--- src/core/ptv_pkg.sv ---
// Shared constants and helpers for the protective channel trip voter
`default_nettype none
package ptv_pkg;
  // Channel count and local index
  localparam int          CHANNELS      = 4;
  localparam logic [2:0]  VOTE_MIN      = 3'h2;  // Two of four
  localparam logic [2:0]  SEL_MIN_VALID = 3'h2;  // Second-order selection needs two
  localparam logic [3:0]  LOCAL_MASK    = 4'h1;
  localparam logic [3:0]  PEER_MASK     = 4'he;  // Local input never loses a link
  // Coolant pumps per loop
  localparam logic [3:0]  LOOP_A_PUMPS  = 4'h3;
  localparam logic [3:0]  LOOP_B_PUMPS  = 4'hc;
  // Feedwater contact layout: four channel copies per pump turbine
  localparam int          FW_PUMP1_LSB  = 0;
  localparam int          FW_PUMP2_LSB  = 4;
  // Alarm bit positions
  localparam int          ALM_TRIP      = 0;
  localparam int          ALM_TROUBLE   = 1;
  localparam int          ALM_TEST      = 2;
  localparam int          ALM_FLUX_PSU  = 3;
  localparam int          ALM_SD_BYP    = 4;
  localparam int          ALM_MAN_BYP   = 5;
  localparam int          ALM_W         = 6;
  // Service link selects
  localparam logic [1:0]  SVC_STATUS    = 2'h0;
  localparam logic [1:0]  SVC_TEMP      = 2'h1;
  localparam logic [1:0]  SVC_PRESS     = 2'h2;
  localparam logic [1:0]  SVC_PUMP      = 2'h3;
  // Plant computer status word width
  localparam int          STAT_W        = 16;

  // Number of set bits in a four bit group
  function automatic logic [2:0] ones4(input logic [3:0] x);
    ones4 = 3'(x[0]) + 3'(x[1]) + 3'(x[2]) + 3'(x[3]);
  endfunction
endpackage
`default_nettype wire

--- src/core/ptv_sel_if.sv ---
// Interface between the channel logic and a signal selector
`default_nettype none
interface ptv_sel_if #(parameter int W = 16);
  logic [3:0][W-1:0] val;
  logic [3:0]        valid;
  logic [W-1:0]      max2;
  logic [W-1:0]      min2;
  logic              ok;
  modport src (output val, output valid, input max2, input min2, input ok);
  modport sel (input val, input valid, output max2, output min2, output ok);
endinterface
`default_nettype wire

--- src/core/ptv_select.sv ---
// Second-maximum and second-minimum selector over valid inputs
`default_nettype none
module ptv_select (
  // Selection bus
  ptv_sel_if.sel bus
);
  logic [2:0] cnt;
  logic [2:0] target;
  logic [2:0] rank_hi;
  logic [2:0] rank_lo;

  // Fewer than two valid inputs: the lone survivor passes straight through
  assign cnt    = ptv_pkg::ones4(bus.valid);
  assign target = (cnt >= ptv_pkg::SEL_MIN_VALID) ? 3'h1 : 3'h0;
  assign bus.ok = (cnt != 3'h0);

  // Rank each valid input; ties broken by index so exactly one wins
  always_comb begin
    rank_hi  = 3'h0;
    rank_lo  = 3'h0;
    bus.max2 = '0;
    bus.min2 = '0;
    for (int i = 0; i < ptv_pkg::CHANNELS; i++) begin
      rank_hi = 3'h0;
      rank_lo = 3'h0;
      for (int j = 0; j < ptv_pkg::CHANNELS; j++) begin
        if (j != i && bus.valid[j]) begin
          if (bus.val[j] > bus.val[i] || (bus.val[j] == bus.val[i] && j < i)) begin
            rank_hi = rank_hi + 3'h1;
          end
          if (bus.val[j] < bus.val[i] || (bus.val[j] == bus.val[i] && j < i)) begin
            rank_lo = rank_lo + 3'h1;
          end
        end
      end
      // Faulted inputs never take part
      if (bus.valid[i] && rank_hi == target) begin
        bus.max2 = bus.val[i];
      end
      if (bus.valid[i] && rank_lo == target) begin
        bus.min2 = bus.val[i];
      end
    end
  end
endmodule
`default_nettype wire

--- src/core/ptv_channel.sv ---
// Trip decision, 2-of-4 voter and annunciation for one protective channel
// Behaviour
// - One stopped-pump status bit per pump arrives at this channel.
// - Count running coolant pumps and flag which loops have pumps running.
// - Outlet temperature trips when second-maximum element exceeds its setpoint.
// - Two or more channels in trip assert the voter trip output.
// - Trip when selected pressure or temperature leaves the combined boundary.
// - Trip when second-max pressure is high or second-min pressure low.
// - Enabled turbine trip fires when two of four hydraulic contacts open.
// - Own turbine contact state is shared out to the peer channels.
// - Enabled feedwater trip fires only when both pump turbines are tripped.
// - Turbine and feedwater trips are suppressed below startup flux threshold.
// - Building pressure trips on two of four open contacts, never one.
// - Exactly one open building contact raises trouble and reports it.
// - Six alarm outputs: trip, trouble, test, supply, shutdown and manual bypass.
// - Any test switch out of operate lights the on-test alarm.
// - Voter holds one relay per channel: own trip plus three peers.
// - Voter output drives this channel's rod drive breaker.
// - Failed peer input counts as cannot-trip or tripped, per fault mode.
// - One-way plant computer data, two-way service link, isolated status out.
// - Faulted or link-lost inputs are excluded; a lone valid input passes.
// - Selection works with two valid inputs; contact vote becomes 2-of-3.
// - Rod power is removed for breakers AB, AD, BC or CD open.
`default_nettype none
module ptv_channel #(
  parameter int W      = 16,
  parameter int TEST_N = 4
) (
  // Clock and reset
  input  wire logic                ref_clk_i,
  input  wire logic                reset_i,
  // Analog inputs, index 0 local, 1..3 peers
  input  wire logic [3:0][W-1:0]   temp_val_i,
  input  wire logic [3:0]          temp_fault_i,
  input  wire logic [3:0][W-1:0]   press_val_i,
  input  wire logic [3:0]          press_fault_i,
  input  wire logic [3:0]          link_lost_i,
  input  wire logic [W-1:0]        flux_i,
  // Setpoints and enables
  input  wire logic [W-1:0]        temp_hi_sp_i,
  input  wire logic [W-1:0]        press_hi_sp_i,
  input  wire logic [W-1:0]        press_lo_sp_i,
  input  wire logic [W-1:0]        pt_bias_sp_i,
  input  wire logic [W-1:0]        flux_startup_sp_i,
  input  wire logic [2:0]          pump_min_i,
  input  wire logic                turb_enable_i,
  input  wire logic                fw_enable_i,
  // Contact inputs, 1 = open
  input  wire logic [3:0]          pump_stop_i,
  input  wire logic [3:0]          turb_open_i,
  input  wire logic [7:0]          fw_open_i,
  input  wire logic [3:0]          bldg_open_i,
  // Peer trips and voter fault handling
  input  wire logic [2:0]          peer_trip_i,
  input  wire logic [2:0]          peer_fault_i,
  input  wire logic                fault_as_trip_i,
  input  wire logic [3:0]          breaker_open_i,
  // Annunciation sources
  input  wire logic [TEST_N-1:0]   test_switch_i,
  input  wire logic                flux_psu_fail_i,
  input  wire logic                shutdown_bypass_i,
  input  wire logic                manual_bypass_i,
  // Service link
  input  wire logic                service_valid_i,
  input  wire logic                service_write_i,
  input  wire logic [1:0]          service_sel_i,
  input  wire logic                service_wdata_i,
  output logic                     service_ack_o,
  output logic [2*W-1:0]           service_data_o,
  // Shared to peers
  output logic                     channel_trip_o,
  output logic                     turb_share_o,
  output logic [1:0]               fw_share_o,
  // Voter and breakers
  output logic                     trip_relay_output_o,
  output logic                     rod_drive_breaker_trip_o,
  output logic                     rod_power_removed_o,
  // Pump monitor
  output logic [2:0]               pump_count_o,
  output logic [1:0]               pump_loop_o,
  // Annunciation and outward data
  output logic [ptv_pkg::ALM_W-1:0]  alarm_o,
  output logic [ptv_pkg::STAT_W-1:0] plant_computer_o,
  output logic [ptv_pkg::ALM_W-1:0]  nonsafety_status_o
);
  ptv_sel_if #(.W(W)) temp_sel ();
  ptv_sel_if #(.W(W)) press_sel ();

  logic [3:0] contact_valid;
  logic [3:0] running;
  logic [2:0] run_cnt;
  logic       flux_low;
  logic       temp_cond, press_cond, pt_cond, pump_cond;
  logic       turb_cond, fw_cond, bldg_cond, bldg_single;
  logic [2:0] bldg_cnt;
  logic [3:0] relay;
  logic       vote;
  logic       any_fault;
  logic       temp_trip_reg, press_trip_reg, pt_trip_reg, pump_trip_reg;
  logic       turb_trip_reg, fw_trip_reg, bldg_trip_reg, chan_trip_reg;
  logic       svc_test_trip_reg;
  logic       trouble_reg;
  logic [W:0] pt_limit;

  // Selection inputs; link loss faults peer data only
  assign temp_sel.val    = temp_val_i;
  assign temp_sel.valid  = ~(temp_fault_i | (link_lost_i & ptv_pkg::PEER_MASK));
  assign press_sel.val   = press_val_i;
  assign press_sel.valid = ~(press_fault_i | (link_lost_i & ptv_pkg::PEER_MASK));
  assign contact_valid   = ~(link_lost_i & ptv_pkg::PEER_MASK);

  ptv_select u_temp_sel (
    .bus (temp_sel)
  );
  ptv_select u_press_sel (
    .bus (press_sel)
  );

  // Pump monitor
  assign running = ~pump_stop_i;
  assign run_cnt = ptv_pkg::ones4(running);

  // Analog trip conditions; no valid input at all fails safe to trip
  assign temp_cond  = !temp_sel.ok || (temp_sel.max2 > temp_hi_sp_i);
  assign press_cond = !press_sel.ok || (press_sel.max2 > press_hi_sp_i) ||
                      (press_sel.min2 < press_lo_sp_i);
  // Comparator edge: pressure must stay at or above temperature plus bias
  assign pt_limit   = {1'b0, temp_sel.max2} + {1'b0, pt_bias_sp_i};
  assign pt_cond    = temp_cond || press_cond ||
                      ({1'b0, press_sel.min2} < pt_limit);
  assign pump_cond  = (run_cnt < pump_min_i);

  // Contact votes among inputs still valid
  assign flux_low  = (flux_i < flux_startup_sp_i);
  assign turb_cond = turb_enable_i && !flux_low &&
                     (ptv_pkg::ones4(turb_open_i & contact_valid) >= ptv_pkg::VOTE_MIN);
  assign fw_cond   = fw_enable_i && !flux_low &&
                     (ptv_pkg::ones4(fw_open_i[ptv_pkg::FW_PUMP1_LSB +: 4] & contact_valid)
                      >= ptv_pkg::VOTE_MIN) &&
                     (ptv_pkg::ones4(fw_open_i[ptv_pkg::FW_PUMP2_LSB +: 4] & contact_valid)
                      >= ptv_pkg::VOTE_MIN);
  assign bldg_cnt    = ptv_pkg::ones4(bldg_open_i & contact_valid);
  assign bldg_cond   = (bldg_cnt >= ptv_pkg::VOTE_MIN);
  assign bldg_single = (bldg_cnt == 3'h1);
  assign any_fault   = (|temp_fault_i) || (|press_fault_i) || (|link_lost_i) ||
                       (|peer_fault_i);

  // Function trips follow their condition each cycle, so they hold while it persists
  always_ff @(posedge ref_clk_i) begin
    if (reset_i) begin
      temp_trip_reg  <= 1'b0;
      press_trip_reg <= 1'b0;
      pt_trip_reg    <= 1'b0;
      pump_trip_reg  <= 1'b0;
      turb_trip_reg  <= 1'b0;
      fw_trip_reg    <= 1'b0;
      bldg_trip_reg  <= 1'b0;
    end else begin
      temp_trip_reg  <= temp_cond;
      press_trip_reg <= press_cond;
      pt_trip_reg    <= pt_cond;
      pump_trip_reg  <= pump_cond;
      turb_trip_reg  <= turb_cond;
      fw_trip_reg    <= fw_cond;
      bldg_trip_reg  <= bldg_cond;
    end
  end

  // Channel trip; an online test trip from the service link joins in
  always_ff @(posedge ref_clk_i) begin
    if (reset_i) begin
      chan_trip_reg <= 1'b0;
    end else begin
      chan_trip_reg <= temp_trip_reg | press_trip_reg | pt_trip_reg | pump_trip_reg |
                       turb_trip_reg | fw_trip_reg | bldg_trip_reg | svc_test_trip_reg;
    end
  end

  // Voter relays; a failed peer relay takes the configured fail state
  always_comb begin
    relay[0] = chan_trip_reg;
    for (int k = 1; k < ptv_pkg::CHANNELS; k++) begin
      relay[k] = peer_fault_i[k-1] ? fault_as_trip_i : peer_trip_i[k-1];
    end
  end
  assign vote = (ptv_pkg::ones4(relay) >= ptv_pkg::VOTE_MIN);

  // Relay output drives the breaker coil; registered to avoid glitches on it
  always_ff @(posedge ref_clk_i) begin
    if (reset_i) begin
      trip_relay_output_o      <= 1'b0;
      rod_drive_breaker_trip_o <= 1'b0;
      rod_power_removed_o      <= 1'b0;
    end else begin
      trip_relay_output_o      <= vote;
      rod_drive_breaker_trip_o <= vote;
      rod_power_removed_o      <= (breaker_open_i[0] & breaker_open_i[1]) |
                                  (breaker_open_i[0] & breaker_open_i[3]) |
                                  (breaker_open_i[1] & breaker_open_i[2]) |
                                  (breaker_open_i[2] & breaker_open_i[3]);
    end
  end

  // Data shared with peers
  always_ff @(posedge ref_clk_i) begin
    if (reset_i) begin
      channel_trip_o <= 1'b0;
      turb_share_o   <= 1'b0;
      fw_share_o     <= 2'h0;
    end else begin
      channel_trip_o <= chan_trip_reg;
      turb_share_o   <= turb_open_i[0];
      fw_share_o     <= {fw_open_i[ptv_pkg::FW_PUMP2_LSB], fw_open_i[ptv_pkg::FW_PUMP1_LSB]};
    end
  end

  // Pump monitor results
  always_ff @(posedge ref_clk_i) begin
    if (reset_i) begin
      pump_count_o <= 3'h0;
      pump_loop_o  <= 2'h0;
    end else begin
      pump_count_o <= run_cnt;
      pump_loop_o  <= {|(running & ptv_pkg::LOOP_B_PUMPS), |(running & ptv_pkg::LOOP_A_PUMPS)};
    end
  end

  // Annunciation
  always_ff @(posedge ref_clk_i) begin
    if (reset_i) begin
      alarm_o     <= '0;
      trouble_reg <= 1'b0;
    end else begin
      trouble_reg                  <= bldg_single | any_fault;
      alarm_o[ptv_pkg::ALM_TRIP]    <= chan_trip_reg;
      alarm_o[ptv_pkg::ALM_TROUBLE] <= bldg_single | any_fault;
      alarm_o[ptv_pkg::ALM_TEST]    <= |test_switch_i;
      alarm_o[ptv_pkg::ALM_FLUX_PSU] <= flux_psu_fail_i;
      alarm_o[ptv_pkg::ALM_SD_BYP]  <= shutdown_bypass_i;
      alarm_o[ptv_pkg::ALM_MAN_BYP] <= manual_bypass_i;
    end
  end

  // Outward data has no path back into the trip logic
  always_ff @(posedge ref_clk_i) begin
    if (reset_i) begin
      plant_computer_o   <= '0;
      nonsafety_status_o <= '0;
    end else begin
      plant_computer_o <= ptv_pkg::STAT_W'({bldg_single, bldg_trip_reg, fw_trip_reg,
                          turb_trip_reg, pump_trip_reg, pt_trip_reg, press_trip_reg,
                          temp_trip_reg, trip_relay_output_o, alarm_o});
      nonsafety_status_o <= alarm_o;
    end
  end

  // Service link: reads status, one write bit forces an online test trip
  always_ff @(posedge ref_clk_i) begin
    if (reset_i) begin
      service_ack_o     <= 1'b0;
      service_data_o    <= '0;
      svc_test_trip_reg <= 1'b0;
    end else begin
      service_ack_o <= service_valid_i;
      if (service_valid_i && service_write_i && service_sel_i == ptv_pkg::SVC_STATUS) begin
        svc_test_trip_reg <= service_wdata_i;
      end
      if (service_valid_i) begin
        case (service_sel_i)
          ptv_pkg::SVC_TEMP:  service_data_o <= {temp_sel.max2, temp_sel.min2};
          ptv_pkg::SVC_PRESS: service_data_o <= {press_sel.max2, press_sel.min2};
          ptv_pkg::SVC_PUMP:  service_data_o <= (2*W)'({pump_loop_o, pump_count_o});
          default:            service_data_o <= (2*W)'({trouble_reg, svc_test_trip_reg,
                                                         chan_trip_reg, alarm_o});
        endcase
      end
    end
  end

  // Checks
  AST_TEMP_TRIP: assert property (@(posedge ref_clk_i) disable iff (reset_i)
    (temp_sel.ok && temp_sel.max2 > temp_hi_sp_i) |=> temp_trip_reg ##1 chan_trip_reg)
    else $error("temperature trip missing");
  AST_PRESS_TRIP: assert property (@(posedge ref_clk_i) disable iff (reset_i)
    (press_sel.ok && press_sel.min2 < press_lo_sp_i) |=> press_trip_reg)
    else $error("low pressure trip missing");
  AST_VOTE: assert property (@(posedge ref_clk_i) disable iff (reset_i)
    (ptv_pkg::ones4(relay) >= ptv_pkg::VOTE_MIN) |=> trip_relay_output_o)
    else $error("two channel vote did not trip");
  AST_NO_VOTE: assert property (@(posedge ref_clk_i) disable iff (reset_i)
    (ptv_pkg::ones4(relay) < ptv_pkg::VOTE_MIN) |=> !trip_relay_output_o)
    else $error("trip relay held without vote");
  AST_FLUX_BYP: assert property (@(posedge ref_clk_i) disable iff (reset_i)
    flux_low |=> !turb_trip_reg && !fw_trip_reg)
    else $error("turbine or feedwater trip below startup flux");
  AST_BLDG_ONE: assert property (@(posedge ref_clk_i) disable iff (reset_i)
    (ptv_pkg::ones4(bldg_open_i & contact_valid) == 3'h1) |=>
      !bldg_trip_reg && alarm_o[ptv_pkg::ALM_TROUBLE])
    else $error("single building contact handled wrongly");
  AST_ON_TEST: assert property (@(posedge ref_clk_i) disable iff (reset_i)
    (|test_switch_i) |=> alarm_o[ptv_pkg::ALM_TEST])
    else $error("on-test alarm not raised");
  AST_FAIL_TRIP: assert property (@(posedge ref_clk_i) disable iff (reset_i)
    (peer_fault_i[0] && fault_as_trip_i && chan_trip_reg) |=> trip_relay_output_o)
    else $error("failed peer not counted as tripped");
  AST_LONE: assert property (@(posedge ref_clk_i) disable iff (reset_i)
    (temp_sel.valid == ptv_pkg::LOCAL_MASK) |-> (temp_sel.max2 == temp_val_i[0]))
    else $error("lone local input not passed through");
  AST_ROD: assert property (@(posedge ref_clk_i) disable iff (reset_i)
    (breaker_open_i[0] && breaker_open_i[3]) |=> rod_power_removed_o)
    else $error("rod power not removed for A and D");
endmodule
`default_nettype wire

--- config.mk ---
export PLATFORM = sky130hd
export DESIGN_NAME = ptv_channel
export DESIGN_NICKNAME = d
export VERILOG_FILES = /design/src/core/ptv_pkg.sv /design/src/core/ptv_sel_if.sv /design/src/core/ptv_select.sv /design/src/core/ptv_channel.sv
export SDC_FILE = /design/constraint.sdc
export NUM_CORES = 1
export LEC_CHECK = 0
export BUFFER_PORTS_ARGS = -buffer_cell sky130_fd_sc_hd__buf_2
export CAP_MARGIN = 20
export CORE_UTILIZATION = 51
export CTS_CLUSTER_DIAMETER = 40
export DETAILED_ROUTE_END_ITERATION = 10
export GPL_TIMING_DRIVEN = 0
export PLACE_DENSITY = 0.85
export SYNTH_ARGS = -nofsm -noshare
export SYNTH_HDL_FRONTEND = slang
export SYNTH_SLANG_ARGS = --single-unit
--- constraint.sdc ---
create_clock -name ref_clk_i -period 8.2 [get_ports ref_clk_i]
set_clock_uncertainty 0.1 [all_clocks]
set_input_delay 1.64 -clock ref_clk_i [delete_from_list [all_inputs] [get_ports ref_clk_i]]
set_output_delay 1.64 -clock ref_clk_i [all_outputs]
set_load 0.02 [all_outputs]
## Word level (Yosys, flattened, before mapping)

Cells that the tools add are included.

- Bitwise operators: 25
- Add/subtract/negate cells: 57
- Divide/modulo/power cells: 0
- Multiply operators: 0
- Eq/ne operators: 32
- Shifts and indexed selects: 0
- Reduce and logical (&&, ||, !) cells: 68
- Multiplexer cells: 118
- Order comparisons: 61

Operators by type and width:

| kind | count |
|---|---|
| 16-bit > comparator | 26 |
| 16-bit less-than comparator | 26 |
| 16-bit 2-to-1 mux | 16 |
| 3-bit 2-to-1 mux | 72 |
| 16-bit == test | 12 |
| 32-bit case mux with 3 select lines | 1 |
| 3-bit by 1-bit adder with 3-bit output, second input constant | 28 |
| 3-bit == test | 16 |
| 1-bit logical OR | 32 |
| 3-bit by 1-bit adder with 3-bit output | 10 |
| 1-bit 2-to-1 mux | 29 |
| 1-bit logical AND | 23 |
| 3-bit by 2-bit >= comparator with 1-bit output, second input constant | 7 |
| 2-bit by 1-bit adder with 3-bit output | 6 |
| 16-bit by 16-bit adder with 17-bit output | 1 |
| 16-bit by 17-bit less-than comparator with 1-bit output | 1 |
| 1-bit by 1-bit adder with 2-bit output | 8 |
| 4-bit bitwise AND | 4 |
| 4-bit inverter | 4 |
| 4-bit OR reduction | 4 |
| 1-bit bitwise OR | 11 |
| 1-bit by 1-bit adder with 2-bit output, second input constant | 4 |
| 4-bit bitwise OR | 2 |
| 3-bit nonzero test | 2 |
| 9 further kinds | 16 |

- Register bits: 82
- Input port bits: 286
- Memories: 0
- Output and inout bits: 73
- Bits in latches: 0
- ROM bits: 0
- Word-level logic and storage cells: 384
- Memory bits (writable): 0

## Logic depth before layout (Yosys ltp)

Gate-level depths: netlist of run 1.

- Depth in word-level cells: 20
- Gate-level depth with buffers: 44
- Mapped depth without buffers: 43

## By module

From an unflattened synthesis of run 1, not the netlist that was laid out.

- Cells, all modules: 1,849
- Area, all modules: 14,307.5 um^2

Modules (own cells, without submodules):

| module | sequential area each (um^2) | cells an instance | area each (um^2) | instances |
|---|---|---|---|---|
| ptv_channel | 1,461.4 | 660 | 5,654.2 | 1 |
| ptv_select at u_press_sel | 0.0 | 611 | 4,484.3 | 1 |
| ptv_select at u_temp_sel | 0.0 | 578 | 4,169.0 | 1 |

## Worst setup path after synthesis of run 1

OpenSTA, ideal clock, no wires.

- Path type: input -> register
- Start point: input temp_val_i[17] in the netlist's numbering
- End point: register pt_trip_reg
- Required time: 8.038 ns
- Data arrival time: 8.055 ns
- Slack: -0.017 ns
- Path buffers: 1
- Stages on the path: 41
- Setup time: 0.062 ns
- Path through: inv_1 -> ha_1 -> nor2b_1 -> o21a_1 -> o21ai_0 -> nand2b_1 -> a21oi_1 -> nor2b_1 -> o21ai_0 -> nand2b_1 -> a21oi_1 -> o31a_1 -> nor2_1 -> ha_1 -> nand2_1 -> o31ai_1 -> ha_1 -> nor3_1 -> [5 not listed] -> a21o_1 -> ha_1 -> a21o_1 -> a21oi_1 -> o21ai_0 -> a21oi_1 -> o21bai_1 -> a41o_1 -> or4_1 -> o311ai_0 -> o2111ai_1 -> a21oi_1 -> xor2_1 -> ha_1 -> a211o_1 -> nor3_1 -> o311ai_1 -> nand3b_1

- Word-level cells in the longest chain between the ends: 19
- Elaborated cells between the ends (all ways): 56
- Those cells by class: add/sub (7); order compare (8); eq/ne (7); mux (24); reduce/logical (10)

Ends and longest elaborated chain:

| element | RTL line | RTL |
|---|---|---|
| start: declaration | ptv_channel.sv:33 | `input wire logic [3:0][W-1:0] temp_val_i,` |
| 16-bit > comparator or 16-bit == test (tied branches) | ptv_select.sv:28 | `if (bus.val[j] > bus.val[i] \|\| (bus.val[j] == bus.val[i] && j < i)) begin` |
| 1-bit 2-to-1 mux or 1-bit logical OR (tied branches) | ptv_select.sv:28 |  |
| 1-bit 2-to-1 mux, on equally long branches | ptv_select.sv:27, ptv_select.sv:28 |  |
| 3-bit by 1-bit adder with 3-bit output or 1-bit 2-to-1 mux (tied branches) | ptv_select.sv:29, ptv_select.sv:27 |  |
| 3-bit 2-to-1 mux or 1-bit by 1-bit adder with 2-bit output (tied branches) | ptv_select.sv:28, ptv_select.sv:29 |  |
| 3-bit 2-to-1 mux, on equally long branches | ptv_select.sv:27, ptv_select.sv:28 |  |
| 3-bit by 1-bit adder with 3-bit output or 3-bit 2-to-1 mux (tied branches) | ptv_select.sv:29, ptv_select.sv:27 |  |
| 3-bit 2-to-1 mux or 3-bit by 1-bit adder with 3-bit output (tied branches) | ptv_select.sv:28, ptv_select.sv:29 |  |
| 3-bit 2-to-1 mux, on equally long branches | ptv_select.sv:27, ptv_select.sv:28 |  |
| 3-bit == test or 3-bit 2-to-1 mux (tied branches) | ptv_select.sv:37, ptv_select.sv:27 |  |
| 1-bit logical AND or 3-bit == test (tied branches) | ptv_select.sv:37 | `if (bus.valid[i] && rank_hi == target) begin` |
| 16-bit 2-to-1 mux or 1-bit logical AND (tied branches) | ptv_select.sv:37 |  |
| 16-bit 2-to-1 mux (2 in series) | ptv_select.sv:37 |  |
| 16-bit 2-to-1 mux (*) | ptv_select.sv:37 |  |
| parallel branches: the longest is 3 deep, another holds 16-bit by 16-bit adder with 17-bit output | - |  |
| 1-bit logical OR (*) | ptv_channel.sv:129 | `assign pt_cond = temp_cond \|\| press_cond \|\|` |
| end signal: assignment | ptv_channel.sv:161 | `pt_trip_reg <= pt_cond;` |
| end: declaration | ptv_channel.sv:99 | `logic temp_trip_reg, press_trip_reg, pt_trip_reg, pump_trip_reg;` |

Mark *: on every way between the ends.
A chain may end at the register's enable or synchronous reset.

## Worst setup path after layout of run 1

Same ends and word-level chain as after synthesis.

==> results of run 1 <==
[area by class of cell]
class / count / area, um2
fillers: 2477 / 9369
inverters: 229 / 880.8
plain buffers: 69 / 404.1
diodes: 5 / 12.51
well taps: 378 / 473.0
multi-input cells: 1551 / 12650
flip-flops and latches: 73 / 1461
clock inverters: 7 / 82.58
clock buffers: 9 / 225.2
repair buffers: 424 / 2375
[layer usage]
metal,up-vias,track usage [%],share of wire [%]
met5,-,0,0
met4,0,32.03,8.2
met3,349,7.171,9.6
met2,1141,70.72,44
met1,8445,53.37,38
li1,8047,-,-
[critical path: cells and delay by family]
kind                       cells  cell delay, ps
and+or+nand+nor               12            1410
buffers and inverters          5             520
adders and majority gates      5            1380
AOI/OAI and AO/OA             20            3610
xor gates and xnor gates       2             290
[what timing repair did]
| item | 4_1_cts | 5_1_grt |
|---|---|---|
| pin swaps | 59 | 54 |
| resized for setup | 163 | 68 |
| setup buffers | 49 | 16 |
| setup endpoints to repair | 2 | 2 |
[layout by cell type (no fill, tap or decap), drive strengths merged, types with 15 or more instances in the layout]
cell | synthesis | final
a211oi | 28 | 28
a21o | 51 | 51
a21oi | 149 | 149
a221o | 22 | 22
a221oi | 22 | 22
a31oi | 34 | 34
and2 | 27 | 27
buf | 33 | 454
clkbuf | 42 | 48
dfxtp | 73 | 73
ha | 331 | 331
inv | 229 | 232
nand2 | 154 | 154
nand2b | 33 | 33
nand3 | 40 | 40
nand4 | 62 | 62
nor2 | 100 | 100
nor2b | 59 | 59
nor3 | 42 | 42
nor4 | 21 | 21
o211ai | 32 | 32
o21a | 23 | 23
o21ai | 71 | 71
o22ai | 23 | 23
o31ai | 15 | 15
[cell families (layout without fill, tap and decap cells)]
logic type,Yosys count,count (layout),synth area share [%]
and+or+nand+nor,593,593,21.16
AOI/OAI and AO/OA,571,571,27.53
adders and majority gates,340,340,29.73
buffers and inverters,304,738,8.411
DFF,73,73,10.06
muxes,24,24,1.756
xor gates and xnor gates,22,22,1.326
other,1,6,0.02580
[synth_stat cells (31+ instances only)]
cell type,n
a21o_1,51
a21oi_1,147
a31oi_1,31
clkbuf_1,42
dfxtp_1,73
ha_1,331
inv_1,227
nand2_1,152
nand2b_1,33
nand3_1,39
nand4_1,61
nor2_1,99
nor2b_1,59
nor3_1,41
o211ai_1,32
o21ai_0,62
[power groups by stage]
stage / Combinational (uW) / Clock, uW / Sequential [uW]
floorplan: 873 / 0 / 435
global placement: 1330 / 0 / 416
detailed placement: 1370 / 0 / 417
CTS: 1510 / 420 / 409
global route: 1750 / 436 / 412
finish: 1640 / 419 / 411
[path summary, 6_finish.rpt]
kind	startpoint	endpoint	slack (ps)
hold / removal	pt_trip_reg	plant_computer_o[9]	380
hold reg to reg	pt_trip_reg	plant_computer_o[9]	380
setup / recovery	temp_val_i[17]	pt_trip_reg	-560
setup reg to reg	service_data_o[2]	service_data_o[2]	6580
[per-stage QoR]
| stage | instances | instance area (um2) | TNS [ps] | total power, uW | setup WS [ps] |
|---|---|---|---|---|---|
| finish | 2745 | 18570 | -563.2 | 2469 | -563.2 |
| global route | 2743 | 18560 | -763.2 | 2602 | -709.4 |
| CTS | 2729 | 18170 | -353.7 | 2344 | -353.7 |
| detailed placement | 2665 | 16800 | -3223 | 1789 | -1862 |
| global placement | 2662 | 16790 | -3524 | 1744 | -1970 |
| floorplan | 1928 | 14530 | 0 | 1308 | 22.05 |
==> impl_metrics.prom, run 1 <==
# TYPE chip_impl_metric gauge
chip_impl_info{name="run_status",value="finished with violations"} 1
chip_impl_info{name="failed_checks",value="setup timing"} 1
chip_impl_metric{name="die_area",unit="um2"} 29180
chip_impl_metric{name="syn_area",unit="um2"} 14530
chip_impl_metric{name="grt_first_pass_wirelength",unit="mm"} 96.68
chip_impl_metric{name="max_clock_freq",unit="MHz"} 114.1
chip_impl_metric{name="port_buffers",unit=""} 356
chip_impl_metric{name="worstSkewPairLatency",unit="ps"} 340
chip_impl_info{name="rsz0062_at_grt",value="yes"} 1
chip_impl_info{name="crit_type",value="in2reg"} 1
chip_impl_metric{name="share_clk_of_total_power",unit="%"} 17.0
chip_impl_metric{name="ys_seq_elements",unit=""} 73
chip_impl_metric{name="final-setup-viol-count",unit=""} 1
chip_impl_info{name="start_kind",value="primary input"} 1
chip_impl_metric{name="dp_hpwl",unit="mm"} 54.27
chip_impl_metric{name="worst_slew_pin_slew",unit="ps"} 1276
chip_impl_metric{name="share_comb_of_total_power",unit="%"} 66.4
chip_impl_metric{name="die-width",unit="um"} 170.8
chip_impl_metric{name="synth_top_area_share",unit="%"} 28.50
chip_impl_info{name="hold_path.class",value="reg2reg"} 1
chip_impl_metric{name="cell_internal_pwr",unit="uW"} 1297
chip_impl_metric{name="period_share",unit="%"} 106.9
chip_impl_metric{name="io_pins",unit=""} 359
chip_impl_metric{name="placementRows",unit=""} 61
chip_impl_metric{name="first_global_vias",unit=""} 17150
chip_impl_metric{name="vias",unit=""} 17980
chip_impl_metric{name="post_synth_edffs",unit=""} 0
chip_impl_metric{name="antenna_violating_nets_post_route",unit=""} 0
chip_impl_metric{name="cts_made_buffers",unit=""} 9
chip_impl_info{name="critPathSlowestCell",value="fa_2"} 1
chip_impl_metric{name="power.static_leakage",unit="uW"} 0.009345
chip_impl_metric{name="die_height",unit="um"} 170.8
chip_impl_metric{name="largest_reg_flops",unit=""} 32
chip_impl_metric{name="max-cap-violations",unit=""} 0
chip_impl_metric{name="cp_slowest_stage_delay",unit="ps"} 360
chip_impl_metric{name="finish.net_count",unit=""} 2983
chip_impl_metric{name="ctsHtreeMaxLevel",unit=""} 3
chip_impl_metric{name="maxSlewHeadroom",unit="%"} 12.73
chip_impl_info{name="critical_path.endpoint_type",value="flip-flop"} 1
chip_impl_metric{name="cts.path.max_buffers",unit=""} 2
chip_impl_metric{name="ys_async_sr_fraction",unit="%"} 0
chip_impl_metric{name="critical_path_fanout_max",unit=""} 5
chip_impl_metric{name="cts_hold_buffers",unit=""} 0
chip_impl_metric{name="postSynthAreaPerCell",unit="um2"} 7.538
chip_impl_metric{name="slew_viol_final",unit=""} 0
chip_impl_metric{name="wl_per_cell",unit="um"} 24.30
chip_impl_metric{name="vdd_drop_max",unit="mV"} 0.1089
chip_impl_metric{name="netlist_instances",unit=""} 1928
chip_impl_metric{name="pwr_density_cell",unit="nW/um2"} 133.0
chip_impl_metric{name="start_util",unit="%"} 52.03
chip_impl_metric{name="cp.required",unit="ps"} 8340
chip_impl_info{name="synth-main-ff-cell",value="dfxtp_1"} 1
chip_impl_metric{name="gp_congestion",unit=""} 1.036
chip_impl_info{name="synth.area.top_cells",value="ha_1 28%, dfxtp_1 10%, inv_1 5.9%"} 1
chip_impl_metric{name="grt_antenna_before_repair",unit=""} 3
chip_impl_metric{name="power.switching_fraction",unit="%"} 47.45
chip_impl_metric{name="worst_ep_arrival_time",unit="ps"} 8900
chip_impl_metric{name="clock_sink_count",unit=""} 73
chip_impl_metric{name="drt-initial-drc-count",unit=""} 2073
chip_impl_metric{name="core_area",unit="um2"} 27930
chip_impl_metric{name="p_switching",unit="uW"} 1171
chip_impl_metric{name="timing.hold.worst_path_depth",unit=""} 1
chip_impl_metric{name="area.growth.synth_to_final",unit="%"} 27.74
chip_impl_metric{name="synth.distinct_cells",unit=""} 88
chip_impl_info{name="post_synth_top_area_cell",value="ha_1"} 1
chip_impl_metric{name="drive_gt1_share",unit="%"} 27.52
chip_impl_info{name="biggestRegsByFlops",value="service_data_o (32), plant_computer_o (15), alarm_o (6)"} 1
chip_impl_metric{name="synth_fp_nets",unit=""} 2554
chip_impl_info{name="max_flop_register",value="service_data_o"} 1
chip_impl_metric{name="reg2reg_depth",unit=""} 6
chip_impl_metric{name="final-hold-violation-count",unit=""} 0
chip_impl_info{name="ctsRootBufferMaster",value="clkbuf_16"} 1
chip_impl_metric{name="share_seq_of_total_power",unit="%"} 16.6
chip_impl_metric{name="detail_route.wirelength",unit="mm"} 66.70
chip_impl_metric{name="postLayoutCoreUtil",unit="%"} 66.46
chip_impl_metric{name="ys_warn_count",unit=""} 0
chip_impl_info{name="tritoncts",value="yes"} 1
chip_impl_metric{name="postLayoutSetupSlackWorst",unit="ps"} -563.2
chip_impl_info{name="crit_path_frequent_cell",value="a21oi_2"} 1
chip_impl_metric{name="drcViolationCount",unit=""} 0
chip_impl_metric{name="grt_max_degree",unit=""} 16
chip_impl_metric{name="synth_sequential_area_ratio",unit="%"} 10.06
chip_impl_metric{name="final.hold.worst_slack",unit="ps"} 375.8
chip_impl_metric{name="clk_pin_slew_worst_paths",unit="ps"} 60
chip_impl_metric{name="drt_pre_antenna_iters",unit=""} 9
chip_impl_metric{name="grt_total_usage",unit="%"} 44.08
chip_impl_metric{name="post-route-min-period",unit="ps"} 8763
chip_impl_metric{name="vias_per_cell",unit=""} 6.551
chip_impl_metric{name="grt.overflow.total",unit=""} 0
(Power assumes the default switching activity.)
==> inputs of run 2 (changes only) <==
--- a/config.mk
+++ b/config.mk
@@ -12,6 +12,7 @@
 export DETAILED_ROUTE_END_ITERATION = 10
 export GPL_TIMING_DRIVEN = 0
 export PLACE_DENSITY = 0.85
+export SETUP_SLACK_MARGIN = 0.15
 export SYNTH_ARGS = -nofsm -noshare
 export SYNTH_HDL_FRONTEND = slang
 export SYNTH_SLANG_ARGS = --single-unit
==> impl_metrics.prom, run 2 (synthesis gave the netlist of run 1 again) <==
# TYPE chip_impl_metric gauge
chip_impl_info{name="run_status",value="finished with violations"} 1
chip_impl_info{name="failed_checks",value="setup timing"} 1
chip_impl_metric{name="cp.required",unit="ps"} 8330
chip_impl_info{name="hold_path.class",value="reg2reg"} 1
chip_impl_metric{name="detail_route.wirelength",unit="mm"} 65.24
chip_impl_metric{name="total_power",unit="uW"} 2407
chip_impl_metric{name="timing.setup.tns",unit="ps"} -978.1
chip_impl_info{name="start_kind",value="primary input"} 1
chip_impl_metric{name="finish.net_count",unit=""} 2982
chip_impl_metric{name="max_clock_freq",unit="MHz"} 112.0
chip_impl_info{name="ctsRootBufferMaster",value="clkbuf_16"} 1
chip_impl_info{name="biggestRegsByFlops",value="service_data_o (32), plant_computer_o (15), alarm_o (6)"} 1
chip_impl_metric{name="multi_input_comb_area",unit="um2"} 12280
chip_impl_metric{name="power.static_leakage",unit="uW"} 0.009239
chip_impl_metric{name="cts_made_buffers",unit=""} 9
chip_impl_metric{name="placementRows",unit=""} 61
chip_impl_metric{name="gr-usage-met2",unit="%"} 69.64
chip_impl_info{name="most_frequent_cells_in_the_layout",value="361 x buf_2, 327 x ha_1, 223 x inv_1, 150 x nand2_1, 133 x a21oi_1"} 1
chip_impl_metric{name="vias_per_cell",unit=""} 6.481
chip_impl_info{name="crit_type",value="in2reg"} 1
chip_impl_metric{name="grt.overflow.total",unit=""} 0
chip_impl_metric{name="drt-initial-drc-count",unit=""} 2068
chip_impl_metric{name="num-fill-cells",unit=""} 2557
chip_impl_metric{name="clock_sink_count",unit=""} 73
chip_impl_metric{name="vias",unit=""} 17760
chip_impl_metric{name="period_share",unit="%"} 108.9
chip_impl_metric{name="cts.path.max_buffers",unit=""} 2
chip_impl_metric{name="area.growth.synth_to_final",unit="%"} 24.26
chip_impl_info{name="final_common_cell",value="buf_2"} 1
chip_impl_metric{name="register_area",unit="um2"} 1461
chip_impl_metric{name="final-setup-viol-count",unit=""} 2
chip_impl_metric{name="ctsHtreeMaxLevel",unit=""} 3
chip_impl_metric{name="antenna_violating_nets_post_route",unit=""} 0
chip_impl_metric{name="grt.met1_usage",unit="%"} 54.80
chip_impl_metric{name="grt_total_usage",unit="%"} 43.52
chip_impl_metric{name="clk_pin_slew_worst_paths",unit="ps"} 70
chip_impl_metric{name="core_area",unit="um2"} 27930
chip_impl_metric{name="die_area",unit="um2"} 29180
chip_impl_metric{name="design_area",unit="um2"} 18060
chip_impl_info{name="critical_path.endpoint_type",value="flip-flop"} 1
chip_impl_info{name="rsz0062_at_grt",value="yes"} 1
chip_impl_metric{name="final-hold-violation-count",unit=""} 0
chip_impl_metric{name="largest_reg_flops",unit=""} 32
chip_impl_metric{name="maxSlewHeadroom",unit="%"} 11.85
chip_impl_metric{name="post-route-min-period",unit="ps"} 8931
chip_impl_metric{name="gp_congestion",unit=""} 1.048
chip_impl_info{name="critPathSlowestCell",value="or4_4"} 1
chip_impl_metric{name="cp_slowest_stage_delay",unit="ps"} 430
chip_impl_metric{name="dp_hpwl",unit="mm"} 53.88
chip_impl_metric{name="drcViolationCount",unit=""} 0
chip_impl_metric{name="first_global_vias",unit=""} 16430
chip_impl_info{name="max_flop_register",value="service_data_o"} 1
chip_impl_metric{name="postLayoutSetupSlackWorst",unit="ps"} -731.4
chip_impl_metric{name="die-width",unit="um"} 170.8
chip_impl_metric{name="dpl-instance-area",unit="um2"} 16820
chip_impl_metric{name="pwr_density_cell",unit="nW/um2"} 133.3
chip_impl_metric{name="postLayoutCoreUtil",unit="%"} 64.65
chip_impl_metric{name="grtUsageMet3",unit="%"} 9.392
chip_impl_metric{name="wl_per_cell",unit="um"} 23.80
chip_impl_metric{name="worst_ep_arrival_time",unit="ps"} 9060
chip_impl_metric{name="port_buffers",unit=""} 356
chip_impl_metric{name="grt_first_pass_wirelength",unit="mm"} 94.88
chip_impl_info{name="crit_path_frequent_cell",value="a21oi_2"} 1
chip_impl_metric{name="drt_pre_antenna_iters",unit=""} 8
chip_impl_metric{name="die_height",unit="um"} 170.8
chip_impl_metric{name="critical_path_fanout_max",unit=""} 4
chip_impl_metric{name="worst_slew_pin_slew",unit="ps"} 1289
chip_impl_info{name="tritoncts",value="yes"} 1
chip_impl_metric{name="grt_max_degree",unit=""} 15
chip_impl_metric{name="start_util",unit="%"} 52.03
chip_impl_info{name="busiest_layer_in_global_routing",value="met2"} 1
chip_impl_metric{name="final.hold.worst_slack",unit="ps"} 365.2
chip_impl_metric{name="slew_viol_final",unit=""} 0
chip_impl_metric{name="max-cap-violations",unit=""} 0
chip_impl_metric{name="io_pins",unit=""} 359
chip_impl_metric{name="worstSkewPairLatency",unit="ps"} 350
chip_impl_metric{name="drive_gt1_share",unit="%"} 25.33
chip_impl_metric{name="grt_antenna_before_repair",unit=""} 3
chip_impl_metric{name="vdd_drop_max",unit="mV"} 0.08177
==> run 2: changes by cell type in the layout (fill, tap and decap cells not counted), sizes merged <==
| cell | previous run | this run |
|---|---|---|
| clkinv | 0 | 4 |
| buf | 454 | 449 |
| diode | 5 | 2 |
| clkinvlp | 3 | 2 |
| inv | 232 | 230 |
| clkbuf | 48 | 52 |
| bufinv | 1 | 0 |
==> run 2: per-stage QoR <==
step	setup slack, ps	std cells
finish	-731.4	2741
global route	-950.6	2739
CTS	-356.8	2732
detailed placement	-2279	2663
global placement	-2599	2662
floorplan	151.1	1928
==> run 2: where the power goes <==
group / switching [uW] / leakage (uW) / internal (uW)
Clock: 180 / 0.000138 / 208
Sequential: 29.2 / 0.000601 / 386
Combinational: 943 / 0.00850 / 661
Total: 1150 / 0.00924 / 1260
==> run 2: worst paths after layout <==
check / from / cells after the start / slack [ps] / end
max: temp_val_i[33] / 44 / -730 / pt_trip_reg
min: fw_trip_reg / 1 / 370 / plant_computer_o[12]
max reg2reg: service_data_o[2] / 6 / 6530 / service_data_o[2]
min reg2reg: fw_trip_reg / 1 / 370 / plant_computer_o[12]
==> run 2: what timing repair did <==
item	CTS	global route
endpoints found under the setup margin	2	2
pin swaps	57	23
hold buffers	0	0
resized for setup	109	13
buffers inserted	53	5
==> run 2: worst max-delay path: cells and delay by family <==
kind | cells | cell delay, ps
AO/OA/AOI/OAI | 21 | 3580
AND/OR/NAND/NOR | 13 | 1830
adder cells (fa/ha/maj) | 4 | 1070
buffers and inverters | 4 | 640
XOR/XNOR | 2 | 260
==> run 2: cell type report <==
class,count,share of cell area (%)
Clock buffer,9,1.247
Antenna cell,2,0.02771
Timing Repair Buffer,417,12.69
Clock inverter,7,0.3048
Inverter,229,4.794
Tap cell,378,2.619
Multi-Input combinational cell,1551,67.97
Sequential cell,73,8.092
Buffer,75,2.259
==> run 2: routing by layer <==
metal  vias to the layer above  wire length, um
met3                       259             7194
met5                         -               29
met1                      8273            25630
li1                       8047                -
met2                      1179            28670
met4                         6             3720
